`src/hdl/tilt_pkg.sv`:
```
// Shared constants for the tilt PWM compass readout.
// Assumes one 200 MHz system clock; all times are derived to cycles here.
package tilt_pkg;
   localparam int CLK_HZ = 200000000;
   // Accelerometer PWM: 100 Hz, 50 percent at level, 30..70 percent at full tilt
   localparam int PWM_HZ = 100;
   localparam int PERIOD_CYC = CLK_HZ / PWM_HZ;
   localparam int PERIOD_TOL_PCT = 10;
   localparam int PERIOD_MIN_CYC = PERIOD_CYC / 100 * (100 - PERIOD_TOL_PCT);
   localparam int PERIOD_MAX_CYC = PERIOD_CYC / 100 * (100 + PERIOD_TOL_PCT);
   localparam int DUTY_MID_PCT = 50;
   localparam int DUTY_HI_PCT = 70;
   localparam int LUT_MAX = 90;
   localparam int LUT_ENTRIES = LUT_MAX + 1;
   // Index = |2*high - period| * SCALE / period, which is |g| * 90
   localparam int SCALE = LUT_MAX * 100 / (2 * (DUTY_HI_PCT - DUTY_MID_PCT));
   localparam int CNT_W = 23;
   localparam int DEG_W = 7;
   localparam int QUO_W = 8;
   localparam int NUM_W = 32;
   // Snapshot power window: 10 ms every 1000 ms
   localparam int SNAP_MS = 10;
   localparam int FRAME_MS = 1000;
   localparam int SNAP_CYC = CLK_HZ / 1000 * SNAP_MS;
   localparam int FRAME_CYC = CLK_HZ / 1000 * FRAME_MS;
   localparam int FRAME_W = 28;
   // Automatic strap toggle interval
   localparam int STRAP_S = 10;
   localparam int STRAP_CYC = CLK_HZ * STRAP_S;
   localparam int STRAP_W = 32;
   // Digitized channels
   localparam int ADC_W = 10;
   localparam int AXIS_W = 12;
   localparam logic [1:0] CH_REF = 2'h0;
   localparam logic [1:0] CH_X = 2'h1;
   localparam logic [1:0] CH_Y = 2'h2;
   localparam logic [1:0] CH_Z = 2'h3;
   typedef enum logic [1:0] {
      ST_IDLE  = 2'b00,
      ST_DIV   = 2'b01,
      ST_LOOK  = 2'b10,
      ST_STORE = 2'b11
   } calc_state_t;
endpackage

```
`src/hdl/tilt_rom_if.sv`:
```
// Lookup port between the tilt calculator and the angle table.
// Assumes the table answers one cycle after the address.
`timescale 1ns/1ps
`default_nettype none
interface tilt_rom_if;
   logic [tilt_pkg::DEG_W-1:0] addr;
   logic [tilt_pkg::DEG_W-1:0] deg;
   modport requester (output addr, input deg);
   modport table_side (input addr, output deg);
endinterface
`default_nettype wire

```
`src/hdl/tilt_angle_rom.sv`:
```
// 91-entry table from gravity magnitude (in 1/90 g) to degrees.
// Assumes a registered read: data follow the address by one clock.
`timescale 1ns/1ps
`default_nettype none
module tilt_angle_rom (
   input wire logic clk,
   input wire logic rst_b,
   tilt_rom_if.table_side rom
);
   // Smallest degree whose sine reaches i/90, using an integer sine estimate
   function automatic int asin_deg(input int i);
      int d;
      int p;
      int found;
      found = tilt_pkg::LUT_MAX;
      for (d = tilt_pkg::LUT_MAX; d >= 0; d--) begin
         p = d * (180 - d);
         if (360 * p >= i * (40500 - p)) begin
            found = d;
         end
      end
      return found;
   endfunction

   logic [tilt_pkg::DEG_W-1:0] table_w [tilt_pkg::LUT_ENTRIES];
   logic [tilt_pkg::DEG_W-1:0] deg_q;

   for (genvar i = 0; i < tilt_pkg::LUT_ENTRIES; i++) begin : g_entry
      assign table_w[i] = tilt_pkg::DEG_W'(asin_deg(i));
   end

   // Address is clamped by the requester, so it never leaves the table
   always_ff @(posedge clk or negedge rst_b) begin
      if (!rst_b) begin
         deg_q <= '0;
      end else begin
         deg_q <= table_w[rom.addr];
      end
   end

   assign rom.deg = deg_q;
endmodule
`default_nettype wire

```
`src/hdl/tilt_pwm_compass_readout.sv`:
```
// Compass readout: tilt PWM duty measurement, magnetic axis correction,
// strap toggle scheduling and low-power measurement snapshots.
// Assumes PWM pins are asynchronous; ADC results and user inputs share clk.
`timescale 1ns/1ps
`default_nettype none
module tilt_pwm_compass_readout #(
   parameter int PERIOD_MIN = tilt_pkg::PERIOD_MIN_CYC,
   parameter int PERIOD_MAX = tilt_pkg::PERIOD_MAX_CYC,
   parameter int SNAP_CYCLES = tilt_pkg::SNAP_CYC,
   parameter int FRAME_CYCLES = tilt_pkg::FRAME_CYC,
   parameter int STRAP_CYCLES = tilt_pkg::STRAP_CYC
) (
   input wire logic clk,
   input wire logic rst_b,
   input wire logic tilt_x_pwm,
   input wire logic tilt_y_pwm,
   input wire logic adc_valid,
   input wire logic [1:0] adc_channel,
   input wire logic [tilt_pkg::ADC_W-1:0] adc_data,
   input wire logic signed [tilt_pkg::AXIS_W-1:0] corr_x,
   input wire logic signed [tilt_pkg::AXIS_W-1:0] corr_y,
   input wire logic signed [tilt_pkg::AXIS_W-1:0] corr_z,
   input wire logic low_power_en,
   input wire logic auto_strap_en,
   input wire logic strap_request,
   output logic strap_line,
   output logic sensor_power,
   output logic meas_done,
   output logic [1:0] tilt_valid,
   output logic signed [7:0] pitch_deg,
   output logic signed [7:0] roll_deg,
   output logic [tilt_pkg::ADC_W-1:0] ref_level,
   output logic signed [tilt_pkg::AXIS_W-1:0] axis_x,
   output logic signed [tilt_pkg::AXIS_W-1:0] axis_y,
   output logic signed [tilt_pkg::AXIS_W-1:0] axis_z
);
   localparam int CW = tilt_pkg::CNT_W;
   localparam int NW = tilt_pkg::NUM_W;

   tilt_rom_if rom_bus ();
   tilt_angle_rom u_rom (
      .clk(clk),
      .rst_b(rst_b),
      .rom(rom_bus.table_side)
   );

   // ---------------- Duty measurement, one copy per tilt axis
   wire [1:0] pwm_pin = {tilt_y_pwm, tilt_x_pwm};
   logic [1:0][CW-1:0] per_w;
   logic [1:0][CW-1:0] high_w;
   logic [1:0] evt_w;
   logic [1:0] valid_w;

   for (genvar a = 0; a < 2; a++) begin : g_axis
      logic [1:0] sync_q;
      logic prev_q;
      logic seen_q;
      logic valid_q;
      logic [CW-1:0] cnt_q;
      logic [CW-1:0] hi_tmp_q;
      logic [CW-1:0] per_q;
      logic [CW-1:0] high_q;
      wire rise = sync_q[1] & ~prev_q;
      wire fall = ~sync_q[1] & prev_q;
      wire in_win = (cnt_q >= CW'(PERIOD_MIN)) && (cnt_q <= CW'(PERIOD_MAX));
      wire good = rise & seen_q & in_win;
      always_ff @(posedge clk or negedge rst_b) begin
         if (!rst_b) begin
            sync_q <= '0;
            prev_q <= 1'b0;
            seen_q <= 1'b0;
            valid_q <= 1'b0;
            cnt_q <= '0;
            hi_tmp_q <= '0;
            per_q <= '0;
            high_q <= '0;
         end else begin
            sync_q <= {sync_q[0], pwm_pin[a]};
            prev_q <= sync_q[1];
            if (rise) begin
               cnt_q <= CW'(1);
               seen_q <= 1'b1;
               valid_q <= good;
            end else if (cnt_q != {CW{1'b1}}) begin
               cnt_q <= cnt_q + CW'(1);
            end
            if (fall) begin
               hi_tmp_q <= cnt_q;
            end
            if (good) begin
               per_q <= cnt_q;
               high_q <= hi_tmp_q;
            end
         end
      end
      assign per_w[a] = per_q;
      assign high_w[a] = high_q;
      assign evt_w[a] = good;
      assign valid_w[a] = valid_q;
   end

   // ---------------- Duty to signed degrees
   tilt_pkg::calc_state_t state_q;
   logic [1:0] pend_q;
   logic sel_q;
   logic sign_q;
   logic [NW-1:0] rem_q;
   logic [CW-1:0] den_q;
   logic [2:0] bit_q;
   logic [tilt_pkg::QUO_W-1:0] quo_q;
   logic [1:0] tilt_got_q;
   logic signed [7:0] pitch_q;
   logic signed [7:0] roll_q;

   // X is served first; a Y result waits at most one calculation
   wire sel_w = ~pend_q[0];
   wire [CW:0] twice_w = {high_w[sel_w], 1'b0};
   wire [CW:0] per_ext_w = {1'b0, per_w[sel_w]};
   wire up_w = twice_w >= per_ext_w;
   wire [CW:0] diff_w = up_w ? twice_w - per_ext_w : per_ext_w - twice_w;
   wire [NW-1:0] num_w = NW'(diff_w) * NW'(tilt_pkg::SCALE);
   wire [NW-1:0] trial_w = NW'(den_q) << bit_q;
   wire fits_w = rem_q >= trial_w;
   wire over_w = quo_q > tilt_pkg::QUO_W'(tilt_pkg::LUT_MAX);
   wire start_w = (state_q == tilt_pkg::ST_IDLE) && (pend_q != 2'b00);
   wire store_w = state_q == tilt_pkg::ST_STORE;
   wire [1:0] clr_w = start_w ? {sel_w, ~sel_w} : 2'b00;
   wire signed [7:0] mag_w = {1'b0, rom_bus.deg};
   wire signed [7:0] deg_w = sign_q ? mag_w : -mag_w;

   assign rom_bus.addr = over_w ? tilt_pkg::DEG_W'(tilt_pkg::LUT_MAX) : quo_q[tilt_pkg::DEG_W-1:0];

   always_ff @(posedge clk or negedge rst_b) begin
      if (!rst_b) begin
         state_q <= tilt_pkg::ST_IDLE;
         pend_q <= 2'b00;
         sel_q <= 1'b0;
         sign_q <= 1'b0;
         rem_q <= '0;
         den_q <= '0;
         bit_q <= 3'h0;
         quo_q <= '0;
         pitch_q <= '0;
         roll_q <= '0;
      end else begin
         pend_q <= (pend_q & ~clr_w) | evt_w;
         unique case (state_q)
            tilt_pkg::ST_IDLE: begin
               if (start_w) begin
                  sel_q <= sel_w;
                  sign_q <= up_w;
                  rem_q <= num_w;
                  den_q <= per_w[sel_w];
                  bit_q <= 3'h7;
                  quo_q <= '0;
                  state_q <= tilt_pkg::ST_DIV;
               end
            end
            tilt_pkg::ST_DIV: begin
               // Quotient never exceeds SCALE since high time cannot pass the period
               if (fits_w) begin
                  rem_q <= rem_q - trial_w;
                  quo_q[bit_q] <= 1'b1;
               end
               if (bit_q == 3'h0) begin
                  state_q <= tilt_pkg::ST_LOOK;
               end else begin
                  bit_q <= bit_q - 3'h1;
               end
            end
            tilt_pkg::ST_LOOK: begin
               state_q <= tilt_pkg::ST_STORE;
            end
            tilt_pkg::ST_STORE: begin
               if (sel_q) begin
                  roll_q <= deg_w;
               end else begin
                  pitch_q <= deg_w;
               end
               state_q <= tilt_pkg::ST_IDLE;
            end
         endcase
      end
   end

   // ---------------- Snapshot timing and magnetic channels
   logic [tilt_pkg::FRAME_W-1:0] frame_q;
   logic power_q;
   logic [3:0] adc_got_q;
   logic done_sent_q;
   logic done_q;
   logic [tilt_pkg::ADC_W-1:0] ref_q;
   logic [2:0][tilt_pkg::ADC_W-1:0] raw_q;
   logic [tilt_pkg::AXIS_W-1:0] axis_q [3];

   wire frame_end_w = frame_q == tilt_pkg::FRAME_W'(FRAME_CYCLES - 1);
   wire snap_start_w = frame_q == '0;
   wire power_d = ~low_power_en | (frame_q < tilt_pkg::FRAME_W'(SNAP_CYCLES));
   wire [3:0] adc_hit_w = adc_valid ? (4'h1 << adc_channel) : 4'h0;
   wire [1:0] tilt_hit_w = store_w ? {sel_q, ~sel_q} : 2'b00;
   wire all_got_w = (&adc_got_q) & (&tilt_got_q);
   wire signed [tilt_pkg::AXIS_W-1:0] ref_s_w = {2'b00, ref_q};
   wire [2:0][tilt_pkg::AXIS_W-1:0] corr_w = {corr_z, corr_y, corr_x};

   always_ff @(posedge clk or negedge rst_b) begin
      if (!rst_b) begin
         frame_q <= '0;
         power_q <= 1'b0;
         adc_got_q <= 4'h0;
         tilt_got_q <= 2'b00;
         done_sent_q <= 1'b0;
         done_q <= 1'b0;
         ref_q <= '0;
         raw_q <= '0;
      end else begin
         frame_q <= frame_end_w ? '0 : frame_q + tilt_pkg::FRAME_W'(1);
         power_q <= power_d;
         // New captures in the restart cycle still count
         adc_got_q <= (snap_start_w ? 4'h0 : adc_got_q) | adc_hit_w;
         tilt_got_q <= (snap_start_w ? 2'b00 : tilt_got_q) | tilt_hit_w;
         done_q <= all_got_w & ~done_sent_q & ~snap_start_w;
         if (snap_start_w) begin
            done_sent_q <= 1'b0;
         end else if (all_got_w) begin
            done_sent_q <= 1'b1;
         end
         if (adc_valid && adc_channel == tilt_pkg::CH_REF) begin
            ref_q <= adc_data;
         end
         if (adc_valid && adc_channel != tilt_pkg::CH_REF) begin
            raw_q[adc_channel - 2'h1] <= adc_data;
         end
      end
   end

   for (genvar c = 0; c < 3; c++) begin : g_mag
      wire signed [tilt_pkg::AXIS_W-1:0] raw_s = {2'b00, raw_q[c]};
      always_ff @(posedge clk or negedge rst_b) begin
         if (!rst_b) begin
            axis_q[c] <= '0;
         end else begin
            axis_q[c] <= raw_s - $signed(corr_w[c]) - ref_s_w;
         end
      end
   end

   // ---------------- Strap scheduling
   logic [tilt_pkg::STRAP_W-1:0] strap_cnt_q;
   logic strap_q;
   wire strap_tick_w = auto_strap_en && (strap_cnt_q == tilt_pkg::STRAP_W'(STRAP_CYCLES - 1));
   wire strap_fire_w = strap_tick_w | strap_request;

   always_ff @(posedge clk or negedge rst_b) begin
      if (!rst_b) begin
         strap_cnt_q <= '0;
         strap_q <= 1'b0;
      end else begin
         // A user request also restarts the automatic interval
         if (strap_fire_w || !auto_strap_en) begin
            strap_cnt_q <= '0;
         end else begin
            strap_cnt_q <= strap_cnt_q + tilt_pkg::STRAP_W'(1);
         end
         if (strap_fire_w) begin
            strap_q <= ~strap_q;
         end
      end
   end

   assign strap_line = strap_q;
   assign sensor_power = power_q;
   assign meas_done = done_q;
   assign tilt_valid = valid_w;
   assign pitch_deg = pitch_q;
   assign roll_deg = roll_q;
   assign ref_level = ref_q;
   assign axis_x = axis_q[0];
   assign axis_y = axis_q[1];
   assign axis_z = axis_q[2];
endmodule
`default_nettype wire

```
`config.mk`:
```
export PLATFORM = sky130hd
export DESIGN_NAME = tilt_pwm_compass_readout
export DESIGN_NICKNAME = d
export VERILOG_FILES = /design/src/hdl/tilt_pkg.sv /design/src/hdl/tilt_rom_if.sv /design/src/hdl/tilt_angle_rom.sv /design/src/hdl/tilt_pwm_compass_readout.sv
export SDC_FILE = /design/constraint.sdc
export NUM_CORES = 1
export LEC_CHECK = 0
export BUFFER_PORTS_ARGS = -buffer_cell sky130_fd_sc_hd__buf_4
export CAP_MARGIN = 20
export CORE_ASPECT_RATIO = 0.8
export CORE_MARGIN = 3
export CORE_UTILIZATION = 35
export CTS_BUF_LIST = sky130_fd_sc_hd__clkbuf_8
export CTS_CLUSTER_SIZE = 16
export DETAILED_ROUTE_END_ITERATION = 8
export PLACE_DENSITY_LB_ADDON = 0.25
export SYNTH_ARGS = -nofsm -noshare
export SYNTH_HDL_FRONTEND = slang
export SYNTH_SLANG_ARGS = --single-unit
```
`constraint.sdc`:
```
create_clock -name clk -period 19.6 [get_ports clk]
set_clock_uncertainty 0.05 [all_clocks]
set_input_delay 3.92 -clock clk [delete_from_list [all_inputs] [get_ports clk]]
set_output_delay 3.92 -clock clk [all_outputs]
set_load 0.01 [all_outputs]
```
**Yosys cells after proc, flatten, opt, wreduce, memory -nomap -nowiden**

Memories as Yosys holds them, arrays and structs flattened. A register that Yosys moved wholly into a read port is not among the register bits.
Cells that the tools add are included.
W data, S select, Z words.

- Memories: 1
- RAM bits: 0
- Memory bits (read-only): 896
- Logic and storage cells: 181
- Register bits: 428
- Latch bits: 0
- Output and inout bits: 67

Memory list:

| memory | depth | bits a word | read ports | clocked after Yosys merged registers in | wr ports | line | source |
|---|---|---|---|---|---|---|---|
| (no name shown) | 128 | 7 | 1 | 1 | 0 | tilt_angle_rom.sv:37 | `deg_q <= table_w[rom.addr];` |

- Div/mod/pow operators: 0
- Order comparisons: 13
- Mux-type cells: 37
- Reduce and logical (&&, ||, !) cells: 29
- Multipliers: 1
- Bitwise operators: 30
- Equality and inequality tests: 11
- Add/subtract/negate cells: 16
- Shift operators: 2

Operators with widths:

| cell | number |
|---|---|
| $mux W23 | 8 |
| $mux W32 | 3 |
| $pmux W32 S2 | 1 |
| $add A23 B1 Y23 const B | 2 |
| $ge A23 B21 Y1 const B | 2 |
| $le A23 B22 Y1 const B | 2 |
| $ne A23 B23 Y1 const B | 2 |
| $sub A11 B12 Y12 | 3 |
| $sub A12 B11 Y12 | 3 |
| $add A32 B1 Y32 const B | 1 |
| $eq A32 B31 Y1 const B | 1 |
| $ge A32 B32 Y1 | 1 |
| $mul A24 B8 Y32 const B | 1 |
| $shl A23 B3 Y32 | 1 |
| $sub A32 B32 Y32 | 1 |
| $bwmux W30 | 1 |
| $add A28 B1 Y28 const B | 1 |
| $eq A28 B28 Y1 const B | 1 |
| $logic_not A28 Y1 | 1 |
| $lt A28 B21 Y1 const B | 1 |
| $mux W28 | 1 |
| $ge A24 B23 Y1 | 1 |
| $mux W24 | 1 |
| $mux W8 | 3 |
| 44 further kinds | 96 |

**Longest topological paths before layout**

- Depth after elaboration: 8
- Depth in mapped cells: 35

**By module**

From an unflattened synthesis, not the netlist that was laid out.

- Cells, all modules: 2967
- Area, all modules: 28980.3 um^2

By module, submodules not included:

| module | cells each | area an instance (um^2) | instances |
|---|---|---|---|
| tilt_pwm_compass_readout | 2842 | 27911.8 | 1 |
| tilt_angle_rom | 125 | 1068.5 | 1 |

**Least setup slack after synthesis**

Ideal clock, no wire load.

- Path kind: register to register
- Start point: reg pend_q[0]
- End point: reg rem_q[31]
- Required time: 19.419 ns
- Clock period less this slack: 7.814 ns
- Arrival: 7.633 ns
- Path slack: 11.786 ns
- Stages on the path, launching flop included: 33
- Path through: dfrtp_1 > buf_4 > clkbuf_1 > buf_1 > mux2_2 > ha_1 > ha_1 > o21ai_0 > a211oi_1 > o21ai_1 > a31oi_4 > nor4_1 > a21oi_2 > a41oi_1 > o21a_1 > xnor2_1 > fa_1 > ha_1 > inv_1 > fa_1 > inv_1 > ha_1 > ha_1 > a21o_1 > a21o_1 > a21oi_1 > o31ai_1 > and2_1 > a2111oi_0 > o31ai_1 > xnor2_1 > a22oi_1 > nand3_1

- Word-level cells in the longest chain between the ends: 7

RTL lines:

| item | line | source |
|---|---|---|
| from (decl) | tilt_pwm_compass_readout.sv:104 | `logic [1:0] pend_q;` |
| from (signal assigned) | tilt_pwm_compass_readout.sv:146 | `pend_q <= (pend_q & ~clr_w) \| evt_w;` |
| $mux W23 (on tied branches) (2 in a row) | tilt_pwm_compass_readout.sv:118, tilt_pwm_compass_readout.sv:117 |  |
| $sub A23 B24 Y24 (tied with other cells) | tilt_pwm_compass_readout.sv:120 | `wire [CW:0] diff_w = up_w ? twice_w - per_ext_w : per_ext_w - twice_w;` |
| $mux W24 | tilt_pwm_compass_readout.sv:120 |  |
| $mul A24 B8 Y32 | tilt_pwm_compass_readout.sv:121 | `wire [NW-1:0] num_w = NW'(diff_w) * NW'(tilt_pkg::SCALE);` |
| $mux W32 | tilt_pwm_compass_readout.sv:149 | `if (start_w) begin` |
| $pmux W32 S2 | tilt_pwm_compass_readout.sv:147 | `unique case (state_q)` |
| to (signal assigned) | tilt_pwm_compass_readout.sv:152 | `rem_q <= num_w;` |
| to (signal assigned) | tilt_pwm_compass_readout.sv:162 | `rem_q <= rem_q - trial_w;` |
| to (decl) | tilt_pwm_compass_readout.sv:107 | `logic [NW-1:0] rem_q;` |

Several ways; a longest one is shown, not always the timed one. The select of a mux whose other input is x is not followed.
A chain may end at the register's enable or synchronous reset.

**Worst setup path after layout**

- Start point: reg pend_q[0]
- End point: reg rem_q[29]

The elaborated chain is that of the path after synthesis.

==> out/qor.csv <==
metric,value,unit
status,"complete, no violations",
Clock Sinks,435,
Port Buffers,122,
Filler Cell Count,8153,
fin util,0.398,
DIE HEIGHT,262,um
CP arrival,9.54,ns
Detailed Route WL,69500,um
Peak supply drop,0.0495,mV
Critical Path RT,20.07,ns
Synth top area share,0.381,
post-CTS resize count,0,
Final Hold Fails,0,
Syn Nets,3258,
P_leak,0.0160,uW
critical path endpoint category,flip-flop,
# hold bufs at CTS,0,
TritonCTS clock tree,done,
"Setup Fix Bufs, Post-CTS",0,
placed wire-length estimate,52200,um
mapped cell area,28600,sq um
IO Count,123,
WS Path Type,flip-flop to flip-flop,
Pwr Density,73.0,nW/um^2
syn avg cell area,9.82,sq um
Die Footprint,85200,sq um
worst slew pin tran,1.01,ns
relative slew slack,0.324,
wire per inst,16.7,um
CTS clock-pin slew for the worst setup and hold paths,0.06,ns
first-pass GRT wire length,111000,um
largest net degree at the start of global routing,150,
H-tree levels,3,
die width,326,um
Routability Congestion,0.874,
fraction of layout instances using a drive strength above 1,0.157,
antenna violations before repair,1,
unrepaired setup endpoints after global routing,no,
ratio of final minimum period to clock period,0.463,
residual antenna-violating net count after detailed routing,0,
total number of vias,20700,
max-slew violation count,0,
cell repeated most along the worst path,ha_1,
CTS buffer count,74,
total global routing overflow,0,
Syn Inst Count,2913,
Synth area leaders,"dfrtp_1, ha_1, mux2_2",
max cap viols,0,
worst hold path type,flip-flop to flip-flop,
clk_lat worst skew,0.69,ns
DR DRC count,0,
Final min period,9.07,ns
Iteration-0 DRC Markers,1243,
Yosys warnings,0,
vias in the first global route,19700,
Cell Rows,93,
initial cell density of the core,0.354,
dominant synthesized flop cell,dfrtp_1,
gr usage total,0.162,
setup tns final,0,ns
Layout area overhead,12.5,%
R2R Setup Slk,10.53,ns
vias per std cell,4.98,
post-synth top area cell,dfrtp_1,
CTS Root Cell,clkbuf_8,
Critical-path top delay cell,a31oi_4,
Netlist cell types,91,
Worst path max stage delay,0.85,ns
sequential area share after synthesis,0.381,
clk buf depth,3,
Critical Path Fanout Max,51,
Fmax,110,MHz
crit start category,flip-flop,
core area,80800,sq um
synthesized flop and latch total,435,
"FFs w/ async S/R, synth",1.00,
final setup fails,0,
Layout Nets,3354,
number of synthesized flops with an enable pin,0,
drt pass-1 iters,6,
power by group:
group | internal (uW) | switching (uW)
clock | 499 | 397
sequential | 970 | 42.8
combinational | 204 | 236
cell families after synthesis:
group,count (synthesis),synth area share
simple gates,760,0.125
compound gates,600,0.128
flops,435,0.381
buf+inv,353,0.0491
fa+ha+maj,296,0.145
mux,266,0.108
xor+xnor,203,0.0643
flip-flops by register name (all words and copies together), names as in the netlist, 3 cells and up:
signal and flops:
g_axis.cnt_q 46, adc_got_q 4, axis_z 12, g_axis.high_q 46, axis_x 12, bit_q 3, strap_cnt_q 32, pitch_deg 8
axis_y 12, rem_q 32, quo_q 8, den_q 23, u_rom.rom.deg 7, g_axis.per_q 46, g_mag.raw_s 30, roll_deg 8
g_axis.sync_q 4, g_axis.hi_tmp_q 46, frame_q 28, ref_level 10
stage by stage:
step	power [uW]	worst slack [ns]	cell area [sq um]	hold slack [ns]	instances
after CTS	2390	10.52	32100	0.301	4154
final	2350	10.53	32200	0.297	4156
after floorplan	1290	11.79	28600	0.281	2913
after detailed placement	1470	10.58	30500	0.288	4024
after global routing	2490	9.81	32200	0.309	4155
after global placement	1470	10.80	30500	0.283	4024
cells in the mapped netlist (7+ instances only):
cell type,count
a21o_1,45
nor2_1,246
a211oi_1,20
mux2i_1,86
dfrtp_1,435
buf_4,10
o21ai_0,174
nand4_1,30
nand3_1,66
and3_1,27
maj3_1,7
and2_1,12
xor2_1,92
o31ai_1,9
buf_1,12
nor4_1,16
or3_1,22
nor3_1,31
nand2_1,216
a21boi_0,13
mux2_2,161
or2_2,8
nor2b_1,27
o21a_1,16
a31oi_1,20
nand2b_1,23
fa_1,63
o21ai_1,8
a21oi_1,195
o211ai_1,14
inv_1,229
buf_2,24
clkbuf_1,73
a2111oi_0,10
ha_1,226
mux4_2,16
o21bai_1,10
xnor2_1,103
cell type report:
type | instances | area (sq um) | area share
multi-input combinational | 2125 | 16300 | 0.508
sequential | 435 | 10900 | 0.338
tap | 1092 | 1370 | 0.0425
clock buffer | 94 | 1290 | 0.0402
timing repair buffer | 142 | 1110 | 0.0344
inverter | 231 | 867 | 0.0270
clock inverter | 36 | 303 | 0.00941
antenna | 1 | 2.50 | 0.0000778
worst paths after layout:
| check | from | end | depth (start not counted) |
|---|---|---|---|
| setup / recovery | pend_q[0]$_DFF_PN0_ | rem_q[29]$_DFFE_PN0P_ | 30 |
| hold / removal | g_axis[0].sync_q[0]$_DFF_PN0_ | g_axis[0].sync_q[1]$_DFF_PN0_ | 0 |
| setup reg to reg | pend_q[0]$_DFF_PN0_ | rem_q[29]$_DFFE_PN0P_ | 30 |
| hold reg to reg | g_axis[0].sync_q[0]$_DFF_PN0_ | g_axis[0].sync_q[1]$_DFF_PN0_ | 0 |
| max in group asynchronous | rst_b | g_axis[1].per_q[21]$_DFFE_PN0P_ | 4 |
| min in group asynchronous | rst_b | axis_y[8]$_DFF_PN0_ | 1 |
cell usage in the layout, fill, tap and decap left out, types with 45 or more instances in the layout:
cell type | Yosys | layout
fa_1 | 63 | 63
mux2i_1 | 86 | 86
a21oi_1 | 195 | 195
xor2_1 | 92 | 92
buf_4 | 10 | 139
a21o_1 | 45 | 45
mux2_2 | 161 | 161
nand3_1 | 66 | 65
nand2_1 | 216 | 216
dfrtp_1 | 435 | 434
ha_1 | 226 | 225
o21ai_0 | 174 | 174
nor2_1 | 246 | 246
inv_1 | 229 | 247
clkbuf_8 | 0 | 94
xnor2_1 | 103 | 103
metal layers:
| metal | wire length [um] | up-vias | track usage |
|---|---|---|---|
| li1 | - | 10300 | - |
| met1 | 37600 | 9926 | 0.261 |
| met2 | 27600 | 382 | 0.218 |
| met3 | 3050 | 88 | 0.0286 |
| met4 | 1250 | 0 | 0.0396 |
| met5 | 0 | - | 0 |
worst max-delay path: cells and delay by family, from the launching register on:
kind | cells | cell delay (ns)
multiplexers | 1 | 0.33
AND/OR/NAND/NOR | 5 | 1.03
adder cells (fa/ha/maj) | 6 | 2.47
flip-flops | 1 | 0.34
buffers and inverters | 4 | 0.81
AO/OA/AOI/OAI | 12 | 3.17
XOR/XNOR | 2 | 0.61
No activity file was read; power rests on OpenSTA's default activity.
